File: config.mk
export PLATFORM = sky130hd
export DESIGN_NAME = rtcc_top
export DESIGN_NICKNAME = d
export VERILOG_FILES = /design/src/rtcc_pkg.sv /design/src/rtcc_osc_if.sv /design/src/rtcc_osc_mon.sv /design/src/rtcc_top.sv
export SDC_FILE = /design/constraint.sdc
export NUM_CORES = 1
export LEC_CHECK = 0
export BUFFER_PORTS_ARGS = -buffer_cell sky130_fd_sc_hd__buf_2
export CORE_UTILIZATION = 37
export CTS_CLUSTER_DIAMETER = 150
export CTS_CLUSTER_SIZE = 14
export DETAILED_ROUTE_END_ITERATION = 8
export SETUP_SLACK_MARGIN = 0.5
export SLEW_MARGIN = 20
export SYNTH_ARGS = -nofsm -noshare
export SYNTH_HDL_FRONTEND = slang
export SYNTH_SLANG_ARGS = --single-unit
File: constraint.sdc
create_clock -name clock_in -period 2.4 [get_ports clock_in]
set_clock_uncertainty 0.1 [all_clocks]
set_input_delay 0.24 -clock clock_in [delete_from_list [all_inputs] [get_ports clock_in]]
set_output_delay 0.24 -clock clock_in [all_outputs]
set_load 0.02 [all_outputs]
File: src/rtcc_pkg.sv
package rtcc_pkg;

    // ------------------------------------------------------------
    // Clock and timing
    // ------------------------------------------------------------
    localparam int unsigned CLK_FREQ_HZ   = 100_000_000;
    localparam int unsigned MISS_TIME_US  = 100;
    localparam int unsigned MISS_CYCLES   = (MISS_TIME_US * (CLK_FREQ_HZ / 1_000_000));

    // ------------------------------------------------------------
    // Register bus geometry
    // ------------------------------------------------------------
    localparam int unsigned ADDR_W        = 4;
    localparam int unsigned DATA_W        = 8;

    // ------------------------------------------------------------
    // Register offsets
    // ------------------------------------------------------------
    localparam logic [3:0] OFS_SNAP0      = 4'h0;
    localparam logic [3:0] OFS_SNAP1      = 4'h1;
    localparam logic [3:0] OFS_SNAP2      = 4'h2;
    localparam logic [3:0] OFS_SNAP3      = 4'h3;
    localparam logic [3:0] OFS_CONTROL    = 4'h4;
    localparam logic [3:0] OFS_MATCH0     = 4'h8;
    localparam logic [3:0] OFS_MATCH1     = 4'h9;
    localparam logic [3:0] OFS_MATCH2     = 4'hA;
    localparam logic [3:0] OFS_MATCH3     = 4'hB;
    localparam logic [3:0] OFS_IRQ_STATUS = 4'hC;
    localparam logic [3:0] OFS_IRQ_MASK   = 4'hD;

    // ------------------------------------------------------------
    // Control register fields
    // ------------------------------------------------------------
    localparam int unsigned BIT_OSC_EN    = 7;
    localparam int unsigned BIT_MCLK_EN   = 6;
    localparam int unsigned BIT_OSC_FAIL  = 5;
    localparam int unsigned BIT_RUN       = 4;
    localparam int unsigned BIT_ALARM_EN  = 3;
    localparam int unsigned BIT_ALARM     = 2;
    localparam int unsigned BIT_LOAD      = 1;
    localparam int unsigned BIT_SNAP      = 0;

    // ------------------------------------------------------------
    // Interrupt status fields
    // ------------------------------------------------------------
    localparam int unsigned IRQ_W         = 4;
    localparam int unsigned IRQ_ALARM     = 0;
    localparam int unsigned IRQ_OSC_FAIL  = 1;
    localparam int unsigned IRQ_LOAD_DONE = 2;
    localparam int unsigned IRQ_SNAP_DONE = 3;

    // ------------------------------------------------------------
    // Reset values
    // ------------------------------------------------------------
    localparam logic [7:0]  RST_CONTROL   = 8'h00;
    localparam logic [31:0] RST_TIMER     = 32'h0000_0000;
    localparam logic [3:0]  RST_IRQ       = 4'h0;

endpackage : rtcc_pkg

File: src/rtcc_osc_if.sv
`timescale 1ns/1ps
interface rtcc_osc_if;
    logic detect_en;
    logic osc_tick;
    logic fail_pulse;

    modport mon (
        input  detect_en,
        output osc_tick,
        output fail_pulse
    );

    modport core (
        output detect_en,
        input  osc_tick,
        input  fail_pulse
    );
endinterface : rtcc_osc_if

File: src/rtcc_osc_mon.sv
`timescale 1ns/1ps
module rtcc_osc_mon
    import rtcc_pkg::*;
#(
    parameter int unsigned MISS_LIMIT = MISS_CYCLES
) (
    // Clock and reset
    input  wire logic   clock_in,
    input  wire logic   srst_in,
    // Oscillator pin
    input  wire logic   osc_clk_in,
    // Link to the core
    rtcc_osc_if.mon     osc
);

    // The idle counter is 16 bits wide and needs at least two counts.
    if (MISS_LIMIT < 2 || MISS_LIMIT > 65535) begin : g_bad_limit
        $error("MISS_LIMIT out of range");
    end

    // ------------------------------------------------------------
    // Pin synchroniser and edge detect
    // ------------------------------------------------------------
    logic        sync1;
    logic        sync2;
    logic        sync3;
    logic        level;
    logic [15:0] idle_cnt;
    logic        fired;

    wire agree     = (sync2 == sync3);
    wire changed   = agree && (sync3 != level);
    wire rise      = changed && sync3;
    wire limit_hit = (idle_cnt == 16'(MISS_LIMIT - 1));

    always_ff @(posedge clock_in) begin
        sync1 <= osc_clk_in;
        sync2 <= sync1;
        sync3 <= sync2;
    end

    always_ff @(posedge clock_in) begin
        if (srst_in) begin
            level        <= 1'b0;
            osc.osc_tick <= 1'b0;
        end else begin
            if (changed) begin
                level <= sync3;
            end
            osc.osc_tick <= rise;
        end
    end

    // ------------------------------------------------------------
    // Missing-clock detector
    // ------------------------------------------------------------
    // One-shot: fires once per stall, rearmed by the next pin change.
    always_ff @(posedge clock_in) begin
        if (srst_in || !osc.detect_en || changed) begin
            idle_cnt       <= 16'h0000;
            fired          <= 1'b0;
            osc.fail_pulse <= 1'b0;
        end else begin
            osc.fail_pulse <= 1'b0;
            if (!fired) begin
                if (limit_hit) begin
                    fired          <= 1'b1;
                    osc.fail_pulse <= 1'b1;
                end else begin
                    idle_cnt <= idle_cnt + 16'h0001;
                end
            end
        end
    end

endmodule : rtcc_osc_mon

File: src/rtcc_top.sv
`timescale 1ns/1ps
// How it works
// - Oscillator enable bit drives oscillator output.
// - Detector only runs with its enable set.
// - Detector timeout sets oscillator-fail flag.
// - Fail flag sticks until software clears it.
// - Run bit gates increment; zero stops counting but not load or auto-reset.
// - Alarm enable gates compare; write clears flag.
// - Reading alarm bit returns event flag.
// - Writing alarm bit stores auto-reset enable.
// - Load request copies holding regs; self-clears.
// - Snapshot request copies timer; self-clears.
// - Event flag lasts one tick unless the next tick also matches.
// - Running timer increments each oscillator tick.
// - Alarm when timer equals match value.
// - Auto-reset zeroes timer one tick later.
module rtcc_top
    import rtcc_pkg::*;
#(
    parameter int unsigned MISS_LIMIT = MISS_CYCLES
) (
    // Clock and reset
    input  wire logic              clock_in,
    input  wire logic              srst_in,
    // Register port
    input  wire logic [ADDR_W-1:0] addr_in,
    input  wire logic [DATA_W-1:0] wdata_in,
    input  wire logic              wr_in,
    input  wire logic              rd_in,
    output logic      [DATA_W-1:0] rdata_out,
    // Oscillator
    input  wire logic              osc_clk_in,
    output logic                   osc_enable_out,
    // Events
    output logic                   alarm_out,
    output logic                   irq_out
);

    // ------------------------------------------------------------
    // Oscillator monitor
    // ------------------------------------------------------------
    rtcc_osc_if osc ();

    rtcc_osc_mon #(
        .MISS_LIMIT (MISS_LIMIT)
    ) u_mon (
        .clock_in   (clock_in),
        .srst_in    (srst_in),
        .osc_clk_in (osc_clk_in),
        .osc        (osc)
    );

    // ------------------------------------------------------------
    // State
    // ------------------------------------------------------------
    logic              osc_enable;
    logic              missing_clk_detect_enable;
    logic              osc_fail_flag;
    logic              timer_run;
    logic              alarm_enable;
    logic              alarm_flag;
    logic              autoreset_enable;
    logic              timer_load_request;
    logic              timer_snapshot_request;
    logic              clear_pending;
    logic [31:0]       timer;
    logic [31:0]       snapshot_holding_regs;
    logic [31:0]       alarm_match_regs;
    logic [IRQ_W-1:0]  irq_status;
    logic [IRQ_W-1:0]  irq_mask;

    assign osc.detect_en = missing_clk_detect_enable;

    // ------------------------------------------------------------
    // Address decode
    // ------------------------------------------------------------
    function automatic logic is_byte(input logic [ADDR_W-1:0] a,
                                     input logic [ADDR_W-1:0] base);
        is_byte = (a[ADDR_W-1:2] == base[ADDR_W-1:2]);
    endfunction : is_byte

    wire          wr_ctl    = wr_in && (addr_in == OFS_CONTROL);
    wire          wr_snap   = wr_in && is_byte(addr_in, OFS_SNAP0);
    wire          wr_alarm  = wr_in && is_byte(addr_in, OFS_MATCH0);
    wire          wr_status = wr_in && (addr_in == OFS_IRQ_STATUS);
    wire          wr_mask   = wr_in && (addr_in == OFS_IRQ_MASK);
    wire [1:0]    lane      = addr_in[1:0];
    wire          tick      = osc.osc_tick;

    // ------------------------------------------------------------
    // Timer events
    // ------------------------------------------------------------
    wire alarm_hit  = tick && alarm_enable
                      && (timer == alarm_match_regs);
    wire do_load    = tick && timer_load_request;
    wire do_snap    = tick && timer_snapshot_request;
    wire do_clear   = tick && clear_pending && autoreset_enable;

    // ------------------------------------------------------------
    // Control register
    // ------------------------------------------------------------
    always_ff @(posedge clock_in) begin
        if (srst_in) begin
            osc_enable                <= RST_CONTROL[BIT_OSC_EN];
            missing_clk_detect_enable <= RST_CONTROL[BIT_MCLK_EN];
            timer_run                 <= RST_CONTROL[BIT_RUN];
            alarm_enable              <= RST_CONTROL[BIT_ALARM_EN];
            autoreset_enable          <= RST_CONTROL[BIT_ALARM];
        end else if (wr_ctl) begin
            osc_enable                <= wdata_in[BIT_OSC_EN];
            missing_clk_detect_enable <= wdata_in[BIT_MCLK_EN];
            timer_run                 <= wdata_in[BIT_RUN];
            alarm_enable              <= wdata_in[BIT_ALARM_EN];
            autoreset_enable          <= wdata_in[BIT_ALARM];
        end
    end

    // A detector timeout in the same cycle as a clearing write wins.
    always_ff @(posedge clock_in) begin
        if (srst_in) begin
            osc_fail_flag <= RST_CONTROL[BIT_OSC_FAIL];
        end else if (osc.fail_pulse) begin
            osc_fail_flag <= 1'b1;
        end else if (wr_ctl) begin
            osc_fail_flag <= wdata_in[BIT_OSC_FAIL];
        end
    end

    // ------------------------------------------------------------
    // Load and snapshot requests
    // ------------------------------------------------------------
    // Requests wait for the next oscillator tick, so the timer only
    // ever moves on tick boundaries; a zero write never cancels one.
    always_ff @(posedge clock_in) begin
        if (srst_in) begin
            timer_load_request     <= RST_CONTROL[BIT_LOAD];
            timer_snapshot_request <= RST_CONTROL[BIT_SNAP];
        end else begin
            if (wr_ctl && wdata_in[BIT_LOAD]) begin
                timer_load_request <= 1'b1;
            end else if (do_load) begin
                timer_load_request <= 1'b0;
            end
            if (wr_ctl && wdata_in[BIT_SNAP]) begin
                timer_snapshot_request <= 1'b1;
            end else if (do_snap) begin
                timer_snapshot_request <= 1'b0;
            end
        end
    end

    // ------------------------------------------------------------
    // Timer
    // ------------------------------------------------------------
    always_ff @(posedge clock_in) begin
        if (srst_in) begin
            timer <= RST_TIMER;
        end else if (do_load) begin
            timer <= snapshot_holding_regs;
        end else if (do_clear) begin
            timer <= RST_TIMER;
        end else if (tick && timer_run) begin
            timer <= timer + 32'h0000_0001;
        end
    end

    // ------------------------------------------------------------
    // Holding and match registers
    // ------------------------------------------------------------
    // A snapshot overrides a same-cycle software write to the bytes.
    always_ff @(posedge clock_in) begin
        if (srst_in) begin
            snapshot_holding_regs <= RST_TIMER;
            alarm_match_regs      <= RST_TIMER;
        end else begin
            if (do_snap) begin
                snapshot_holding_regs <= timer;
            end else if (wr_snap) begin
                snapshot_holding_regs[lane*8 +: 8] <= wdata_in;
            end
            if (wr_alarm) begin
                alarm_match_regs[lane*8 +: 8] <= wdata_in;
            end
        end
    end

    // ------------------------------------------------------------
    // Alarm event flag
    // ------------------------------------------------------------
    always_ff @(posedge clock_in) begin
        if (srst_in) begin
            alarm_flag    <= 1'b0;
            clear_pending <= 1'b0;
        end else begin
            if (alarm_hit) begin
                alarm_flag <= 1'b1;
            end else if (wr_ctl || tick) begin
                alarm_flag <= 1'b0;
            end
            if (tick) begin
                clear_pending <= alarm_hit;
            end
        end
    end

    // ------------------------------------------------------------
    // Interrupts
    // ------------------------------------------------------------
    wire [IRQ_W-1:0] irq_set = {do_snap, do_load, osc.fail_pulse, alarm_hit};

    always_ff @(posedge clock_in) begin
        if (srst_in) begin
            irq_status <= RST_IRQ;
            irq_mask   <= RST_IRQ;
        end else begin
            irq_status <= irq_set | (irq_status & ~(wr_status ? wdata_in[IRQ_W-1:0] : RST_IRQ));
            if (wr_mask) begin
                irq_mask <= wdata_in[IRQ_W-1:0];
            end
        end
    end

    // ------------------------------------------------------------
    // Read path
    // ------------------------------------------------------------
    wire [7:0] ctl_view = {osc_enable, missing_clk_detect_enable, osc_fail_flag, timer_run,
                           alarm_enable, alarm_flag, timer_load_request,
                           timer_snapshot_request};

    logic [7:0] rd_mux;
    always_comb begin
        rd_mux = 8'h00;
        case (addr_in)
            OFS_SNAP0, OFS_SNAP1,
            OFS_SNAP2, OFS_SNAP3:   rd_mux = snapshot_holding_regs[lane*8 +: 8];
            OFS_CONTROL:            rd_mux = ctl_view;
            OFS_MATCH0, OFS_MATCH1,
            OFS_MATCH2, OFS_MATCH3: rd_mux = alarm_match_regs[lane*8 +: 8];
            OFS_IRQ_STATUS:         rd_mux = {4'h0, irq_status};
            OFS_IRQ_MASK:           rd_mux = {4'h0, irq_mask};
            default:                rd_mux = 8'h00;
        endcase
    end

    always_ff @(posedge clock_in) begin
        if (srst_in) begin
            rdata_out      <= 8'h00;
            osc_enable_out <= 1'b0;
            alarm_out      <= 1'b0;
            irq_out        <= 1'b0;
        end else begin
            rdata_out      <= rd_in ? rd_mux : 8'h00;
            osc_enable_out <= osc_enable;
            alarm_out      <= alarm_flag;
            irq_out        <= |(irq_status & irq_mask);
        end
    end

endmodule : rtcc_top

==> results of run 1 <==
==> registers in the layout, indices dropped and copies added, names as in the netlist, 4 cells and up <==
name                   cells
snapshot_holding_regs     32
rdata_out                  8
u_mon.idle_cnt            16
timer                     32
alarm_match_regs          32
irq_status                 4
irq_mask                   4
==> worst min-delay path, cell delays in order <==
cell	delay, ns
buf_2	0.15
nand3_1	0.09
a21oi_1	0.06
==> routing by layer <==
layer	vias to the layer above	part of all wire, %
met5	-	0
met4	0	3.8
met3	60	7.6
met2	343	44
met1	3356	45
li1	3334	-
==> synthesized netlist by cell type, types with 16 or more instances <==
library cell,n
a222oi_1,24
a21oi_1,96
and3_1,16
nand3_1,60
nand4_1,30
nor2_1,78
o21ai_0,19
mux2i_1,19
nor3_1,23
clkbuf_1,45
xnor2_1,45
nand2_1,104
dfxtp_1,148
buf_2,18
==> final cells by class <==
class	count	area, um2
Clock buffer	18	429.2
Clock inverter	14	165.2
Fill cell	1956	10730
Inverter	8	41.29
Multi-Input combinational cell	663	4330
Sequential cell	148	2984
Tap cell	265	331.6
Timing Repair Buffer	81	576.8
==> power by group through the flow <==
| stage | clock network (W) | registers [W] | logic [W] |
|---|---|---|---|
| 2_1_floorplan | 0 | 0.00253 | 0.000170 |
| 3_3_place_gp | 0 | 0.00254 | 0.000260 |
| 3_5_place_dp | 0 | 0.00254 | 0.000260 |
| 4_1_cts | 0.00275 | 0.00248 | 0.000264 |
| 5_1_grt | 0.00286 | 0.00248 | 0.000287 |
| 6_report | 0.00271 | 0.00248 | 0.000271 |
==> logic make-up after synthesis <==
family / after synthesis / share of synthesized area, %
XOR/XNOR: 51 / 5.986
AO/OA/AOI/OAI: 202 / 17.69
multiplexers: 31 / 6.170
adder cells (fa/ha/maj): 10 / 1.677
AND/OR/NAND/NOR: 369 / 24.53
buffers and inverters: 77 / 4.242
flip-flops: 148 / 39.70
==> timing repair <==
item,in CTS,in global routing
gates resized for setup,15,30
hold buffers,1,0
pin swaps,2,5
endpoints found under the hold margin,1,0
setup endpoints to repair,46,30
setup buffers,2,5
==> worst max-delay path by stage <==
stage	endpoint	slack, ns	startpoint	cells past startpoint
3_5_place_dp	rdata_out[7]	0.19	addr_in[0]	8
5_1_grt	timer[23]	0.38	timer[2]	6
3_3_place_gp	snapshot_holding_regs[5]	0.21	addr_in[0]	7
6_report	timer[23]	0.47	timer[0]	7
4_1_cts	timer[16]	0.43	timer[1]	6
2_1_floorplan	timer[30]	0.51	timer[0]	6
==> stage by stage <==
stage               cells  hold WS (ns)
floorplan             888        0.1677
global placement     1157        0.2242
detailed placement   1157        0.2280
CTS                  1192       0.05708
global route         1197       0.09155
finish               1197       0.06895
==> results.py, run 1 <==
metrics = {
    "logic_synthesis": {
        "synth_edf_count": 0,
        "ys_types": 59,
        "yosys_warnings": 0,
        "yosysSeqAreaShare_pct": 39.70,
        "syn_avg_cell_area_um2": 8.403,
        "synth_top_area_share_pct": 39.70,
        "ys.flop_type": "dfxtp_1",
        "synthTopCellsByArea": "dfxtp_1, a21oi_1, xnor2_1",
        "syn_area_um2": 7462,
        "synth_seq_cells": 148,
        "synth_fp_nets": 915,
        "netlist_instances": 888,
        "async_flop_share_pct": 0,
        "synth_top_area_cell": "dfxtp_1",
    },
    "power": {
        "clockPowerShare_pct": 49.7,
        "p_leak_nw": 3.061,
        "seq_power_share_pct": 45.4,
        "p_sw_share_pct": 24.71,
        "power.internal_w": 0.004114,
        "comb_power_share_pct": 5.0,
        "irDropWorstVdd_v": 0.0005095,
        "p_per_area_nw_per_um2": 616.9,
        "switchingPower_w": 0.001350,
        "total_power_w": 0.005464,
    },
    "routing": {
        "wl_per_cell_um": 20.85,
        "drt-initial-drc-count": 1008,
        "ant_nets": 0,
        "vias_per_cell": 5.926,
        "dr_total_vias": 7093,
        "route.detailed.drc": 0,
        "wl_um": 24950,
        "drt_first_pass_iters": 6,
    },
    "cells_and_area": {
        "fin_util_pct": 45.22,
        "num_antenna_cells": 0,
        "layout_commonest_cell": "dfxtp_1",
        "nets": 946,
        "final_cell_mix": "dfxtp_1, nand2_1, a21oi_1, nor2_1, nand3_1",
        "syn_to_final_growth_pct": 18.71,
        "layout-drive-gt1-share_pct": 18.35,
        "stdcell_area_um2": 8859,
    },
    "timing": {
        "fmax_mhz": 519.1,
        "worst_slack_ns": 0.4736,
        "setup_viol": 0,
        "finalMaxSlewViolations": 0,
        "rsz0062_at_grt": "yes",
        "period_needed_ns": 1.926,
        "tns_ns": 0,
        "finalCritPeriodShare_pct": 80.27,
        "relSlewSlack_pct": 54.91,
        "finalHoldViolCount": 0,
        "worst_pin_slew_ns": 0.6764,
    },
    "placed_design": {
        "port_buffers": 27,
        "post-place-ws_ns": 0.1889,
        "gp_congestion": 0.9597,
        "dp_hpwl_um": 17880,
        "dpl_cell_area_um2": 8058,
    },
    "hold_path": {
        "holdCritPathClass": "input pin to flop",
        "min_path_cells": 3,
        "hold_end": "irq_mask[1]",
        "hold_start": "wr_in",
    },
    "die": {
        "die_area_um2": 20740,
        "rows": 51,
        "die_h_um": 144.0,
        "core_area_um2": 19590,
        "io_pins": 28,
        "initial_core_util_pct": 38.09,
        "die_w_um": 144.0,
    },
    "setup_path": {
        "crit_path_end_kind": "flop",
        "rr_endpoint": "timer[23]",
        "rr_startpoint": "timer[0]",
        "critPathKind": "flop to flop",
        "start_kind": "flop",
        "critical-path-slowest-cell": "or3_4",
        "worst-endpoint-arrival_ns": 2.17,
        "worstPathRequired_ns": 2.64,
        "critPathBufInv": 2,
        "critPathMostFrequentCell": "buf_6",
        "critPathMaxFanout": 6,
        "critPathTopFamily": "simple AND/OR/NAND/NOR gates",
        "worstPathCellList": "buf_6 > nand4_1 > nor2_2 > buf_6 > nand3_2 > or3_4 > a221oi_2",
        "r2r_setup_slack_ns": 0.47,
        "r2r_cells": 7,
        "slowest_delay_ns": 0.38,
    },
    "clock_network": {
        "insertion_delay_ns": 0.42,
        "numCtsBuffers": 17,
        "cts-root-buf": "clkbuf_16",
        "clock-sinks": 148,
        "cts_max_path_buffers": 2,
        "htreeDepth": 4,
        "cts_tree": "done",
        "cts.reportedPaths.clkPinSlew_ns": 0.07,
    },
    "global_route": {
        "use_met1_pct": 35.39,
        "grt_max_degree": 44,
        "grt_pass1_vias": 6624,
        "grt_usage_pct": 25.01,
        "antenna_found_initial": 0,
        "grt_pass1_wl_um": 38320,
        "grt_busiest_layer": "met2",
        "use_met2_pct": 37.20,
        "overflow": 0,
        "use_met3_pct": 4.007,
    },
    "flow_run": {
        "drv_cap": 0,
    },
    "outcome": {
        "status": "finished, final reports clean",
    },
}
Power figures use the tool's default switching activity.
==> run 2: changes to the inputs <==
Settings changed: ABC_AREA set to 1.
Clock period 2.4 ns to 1.7 ns, I/O delays scaled along.
==> run 2 against run 1 <==
  * The flow now finishes with violations (negative setup slack)
  * Combinational power rose to 3.5 times the previous value
  * Register-to-register slack worse by 0.56 ns
  * First-iteration DRC count down 16%
  * Non-clock buffer count up 105
  * Critical path depth up 4
  * Clock power up 39%
  * Total power up 51%
  * Area after synthesis up 14%
  * Cell area up 45%
  * Largest power group unchanged
  * Highest routed layer unchanged
==> results.py, run 2 <==
metrics = {
    "setup_path": {
        "critical-path-slowest-cell": "dfxtp_4",
        "crit_path_end_kind": "flop",
        "rr_startpoint": "timer[0]",
        "critPathKind": "flop to flop",
        "worst-endpoint-arrival_ns": 2.06,
        "critPathMaxFanout": 5,
        "critPathTopFamily": "simple AND/OR/NAND/NOR gates",
        "slowest_delay_ns": 0.38,
        "worstPathRequired_ns": 1.97,
        "r2r_setup_slack_ns": -0.09,
        "r2r_cells": 11,
        "critPathBufInv": 1,
        "rr_endpoint": "timer[18]",
        "worstPathCellList": "ha_4 > nand2_4 > nor2_4 > nand2_4 > nor2_4 > inv_2 > nor2_4 > nor2_1 > nor2_1 > nand2_1 > a21oi_2",
        "critPathMostFrequentCell": "nor2_4",
        "start_kind": "flop",
    },
    "logic_synthesis": {
        "ys_types": 41,
        "ys_top_cells_by_count": "nand2_1, inv_1, dfxtp_1",
        "yosysMostFrequentCell": "nand2_1",
        "synthTopCellsByArea": "dfxtp_1, nand2_1, a21oi_1",
        "syn_avg_cell_area_um2": 6.612,
        "synth_fp_nets": 1309,
        "yosysSeqAreaShare_pct": 34.95,
        "yosys_warnings": 0,
        "syn_area_um2": 8477,
        "synth_edf_count": 0,
        "netlist_instances": 1282,
        "ys.flop_type": "dfxtp_1",
        "async_flop_share_pct": 0,
        "synth_seq_cells": 148,
        "synth_top_area_cell": "dfxtp_1",
        "synth_top_area_share_pct": 34.95,
    },
    "global_route": {
        "grt_usage_pct": 27.41,
        "antenna_found_initial": 0,
        "grt_max_degree": 46,
        "grt_pass1_wl_um": 50120,
        "overflow": 0,
        "grt_pass1_vias": 9179,
    },
    "hold_path": {
        "hold_end": "rdata_out[0]",
        "hold_start": "rd_in",
        "holdCritPathClass": "input pin to flop",
        "min_path_cells": 4,
    },
    "routing": {
        "ant_nets": 0,
        "wl_um": 32680,
        "drt-initial-drc-count": 848,
        "dr_total_vias": 9669,
        "wl_per_cell_um": 19.01,
        "vias_per_cell": 5.625,
        "drt_first_pass_iters": 7,
        "route.detailed.drc": 0,
    },
    "timing": {
        "setup_viol": 9,
        "finalMaxSlewViolations": 0,
        "worst_slack_ns": -0.08634,
        "fmax_mhz": 559.8,
        "relSlewSlack_pct": 59.38,
        "rsz0062_at_grt": "yes",
        "finalCritPeriodShare_pct": 105.1,
        "finalHoldViolCount": 0,
        "period_needed_ns": 1.786,
        "worst_pin_slew_ns": 0.6093,
    },
    "power": {
        "comb_power_share_pct": 11.5,
        "irDropWorstVdd_v": 0.0005784,
        "seq_power_share_pct": 42.8,
        "p_sw_share_pct": 27.86,
        "p_leak_nw": 5.100,
        "p_per_area_nw_per_um2": 640.4,
        "clockPowerShare_pct": 45.7,
        "switchingPower_w": 0.002293,
        "power.internal_w": 0.005936,
    },
    "placed_design": {
        "gp_congestion": 0.9900,
        "placed_cells": 1629,
        "dpl_cell_area_um2": 9903,
        "port_buffers": 27,
        "dp_hpwl_um": 22650,
    },
    "die": {
        "io_pins": 28,
        "die_w_um": 153.4,
        "die_h_um": 153.4,
        "rows": 55,
        "die_area_um2": 23520,
        "core_area_um2": 22570,
        "initial_core_util_pct": 37.56,
    },
    "cells_and_area": {
        "layout-drive-gt1-share_pct": 41.91,
        "fin_util_pct": 56.92,
        "nets": 1448,
        "layout_commonest_cell": "nand2_1",
        "reg_top3": "alarm_match_regs (32), snapshot_holding_regs (32), timer (32)",
        "stdcell_area_um2": 12850,
        "num_antenna_cells": 0,
        "instances_no_fill": 1719,
        "final_cell_mix": "nand2_1, inv_1, dfxtp_1, buf_4, a21oi_1",
        "syn_to_final_growth_pct": 51.57,
    },
    "outcome": {
        "status": "finished with violations",
        "violations": "negative setup slack",
    },
    "clock_network": {
        "cts.reportedPaths.clkPinSlew_ns": 0.07,
        "clock-sinks": 148,
        "htreeDepth": 4,
        "insertion_delay_ns": 0.44,
        "cts-root-buf": "clkbuf_16",
        "cts_max_path_buffers": 2,
        "numCtsBuffers": 17,
        "cts_tree": "done",
    },
    "flow_run": {
        "drv_cap": 0,
    },
}
## run 2: cell families (layout without fill, tap and decap cells)
group                      after synthesis  count (layout)  share of synthesized area [%]
adders and majority gates               10              10                          1.476
xor gates and xnor gates                27              27                          2.790
DFF                                    148             148                          34.95
AOI/OAI and AO/OA                      300             300                          19.10
buffers and inverters                  237             389                          11.13
and+or+nand+nor                        560             560                          30.55
## run 2: worst max-delay path by stage
stage | slack (ns) | cells past startpoint | end | start
4_1_cts | -0.02 | 11 | timer[18] | timer[0]
2_1_floorplan | 0.03 | 14 | rdata_out[4] | addr_in[0]
6_report | -0.09 | 11 | timer[18] | timer[0]
3_5_place_dp | -0.10 | 11 | rdata_out[5] | addr_in[0]
5_1_grt | -0.18 | 11 | timer[18] | timer[0]
3_3_place_gp | -0.08 | 11 | rdata_out[5] | addr_in[0]
## run 2: worst register-to-register path, delay by kind of cell (launching register included)
| kind | cells | cell delay (ns) |
|---|---|---|
| simple gates | 8 | 0.92 |
| buf+inv | 1 | 0.05 |
| fa+ha+maj | 1 | 0.15 |
| compound gates | 1 | 0.12 |
| flops | 1 | 0.38 |
## run 2: metal layers
layer,track usage [%],vias up,routed length (um)
met5,0,-,0
li1,-,4586,-
met3,5.415,77,2103
met4,12.67,0,1163
met2,44.57,385,15500
met1,34.92,4621,13910
## run 2: final cells by class
cell class | count | area, um2
clock buffers | 19 | 452.9
clock inverters | 13 | 122.6
fillers | 1983 | 9723
inverters | 170 | 738.2
multi-input cells | 897 | 6297
flip-flops and latches | 148 | 3037
well taps | 285 | 356.6
repair buffers | 186 | 1833
repair inverters | 1 | 11.26
## run 2: power by group through the flow
stage,clock network (W),logic [W],registers (W)
finish,0.00376,0.000945,0.00352
CTS,0.00380,0.000812,0.00352
detailed placement,0,0.000705,0.00361
global route,0.00393,0.000999,0.00352
global placement,0,0.000703,0.00360
floorplan,0,0.000458,0.00360
## run 2: repair_timing
action | 4_1_cts | 5_1_grt
gates cloned | 4 | 2
setup buffers | 31 | 17
resized for setup | 240 | 225
endpoints found under the setup margin | 108 | 137
endpoints found under the hold margin | 4 | 0
hold buffers | 4 | 0
pin swaps | 72 | 79
## run 2: metrics by stage
stage	total power, W	hold slack [ns]	TNS [ns]	setup WS, ns
floorplan	0.004057	0.09772	0	0.02800
global placement	0.004308	0.1750	-0.4967	-0.08374
detailed placement	0.004311	0.1736	-0.7608	-0.1027
CTS	0.008137	0.04460	-0.04435	-0.02387
global route	0.008453	0.05659	-1.246	-0.1761
finish	0.008228	0.05590	-0.4256	-0.08634
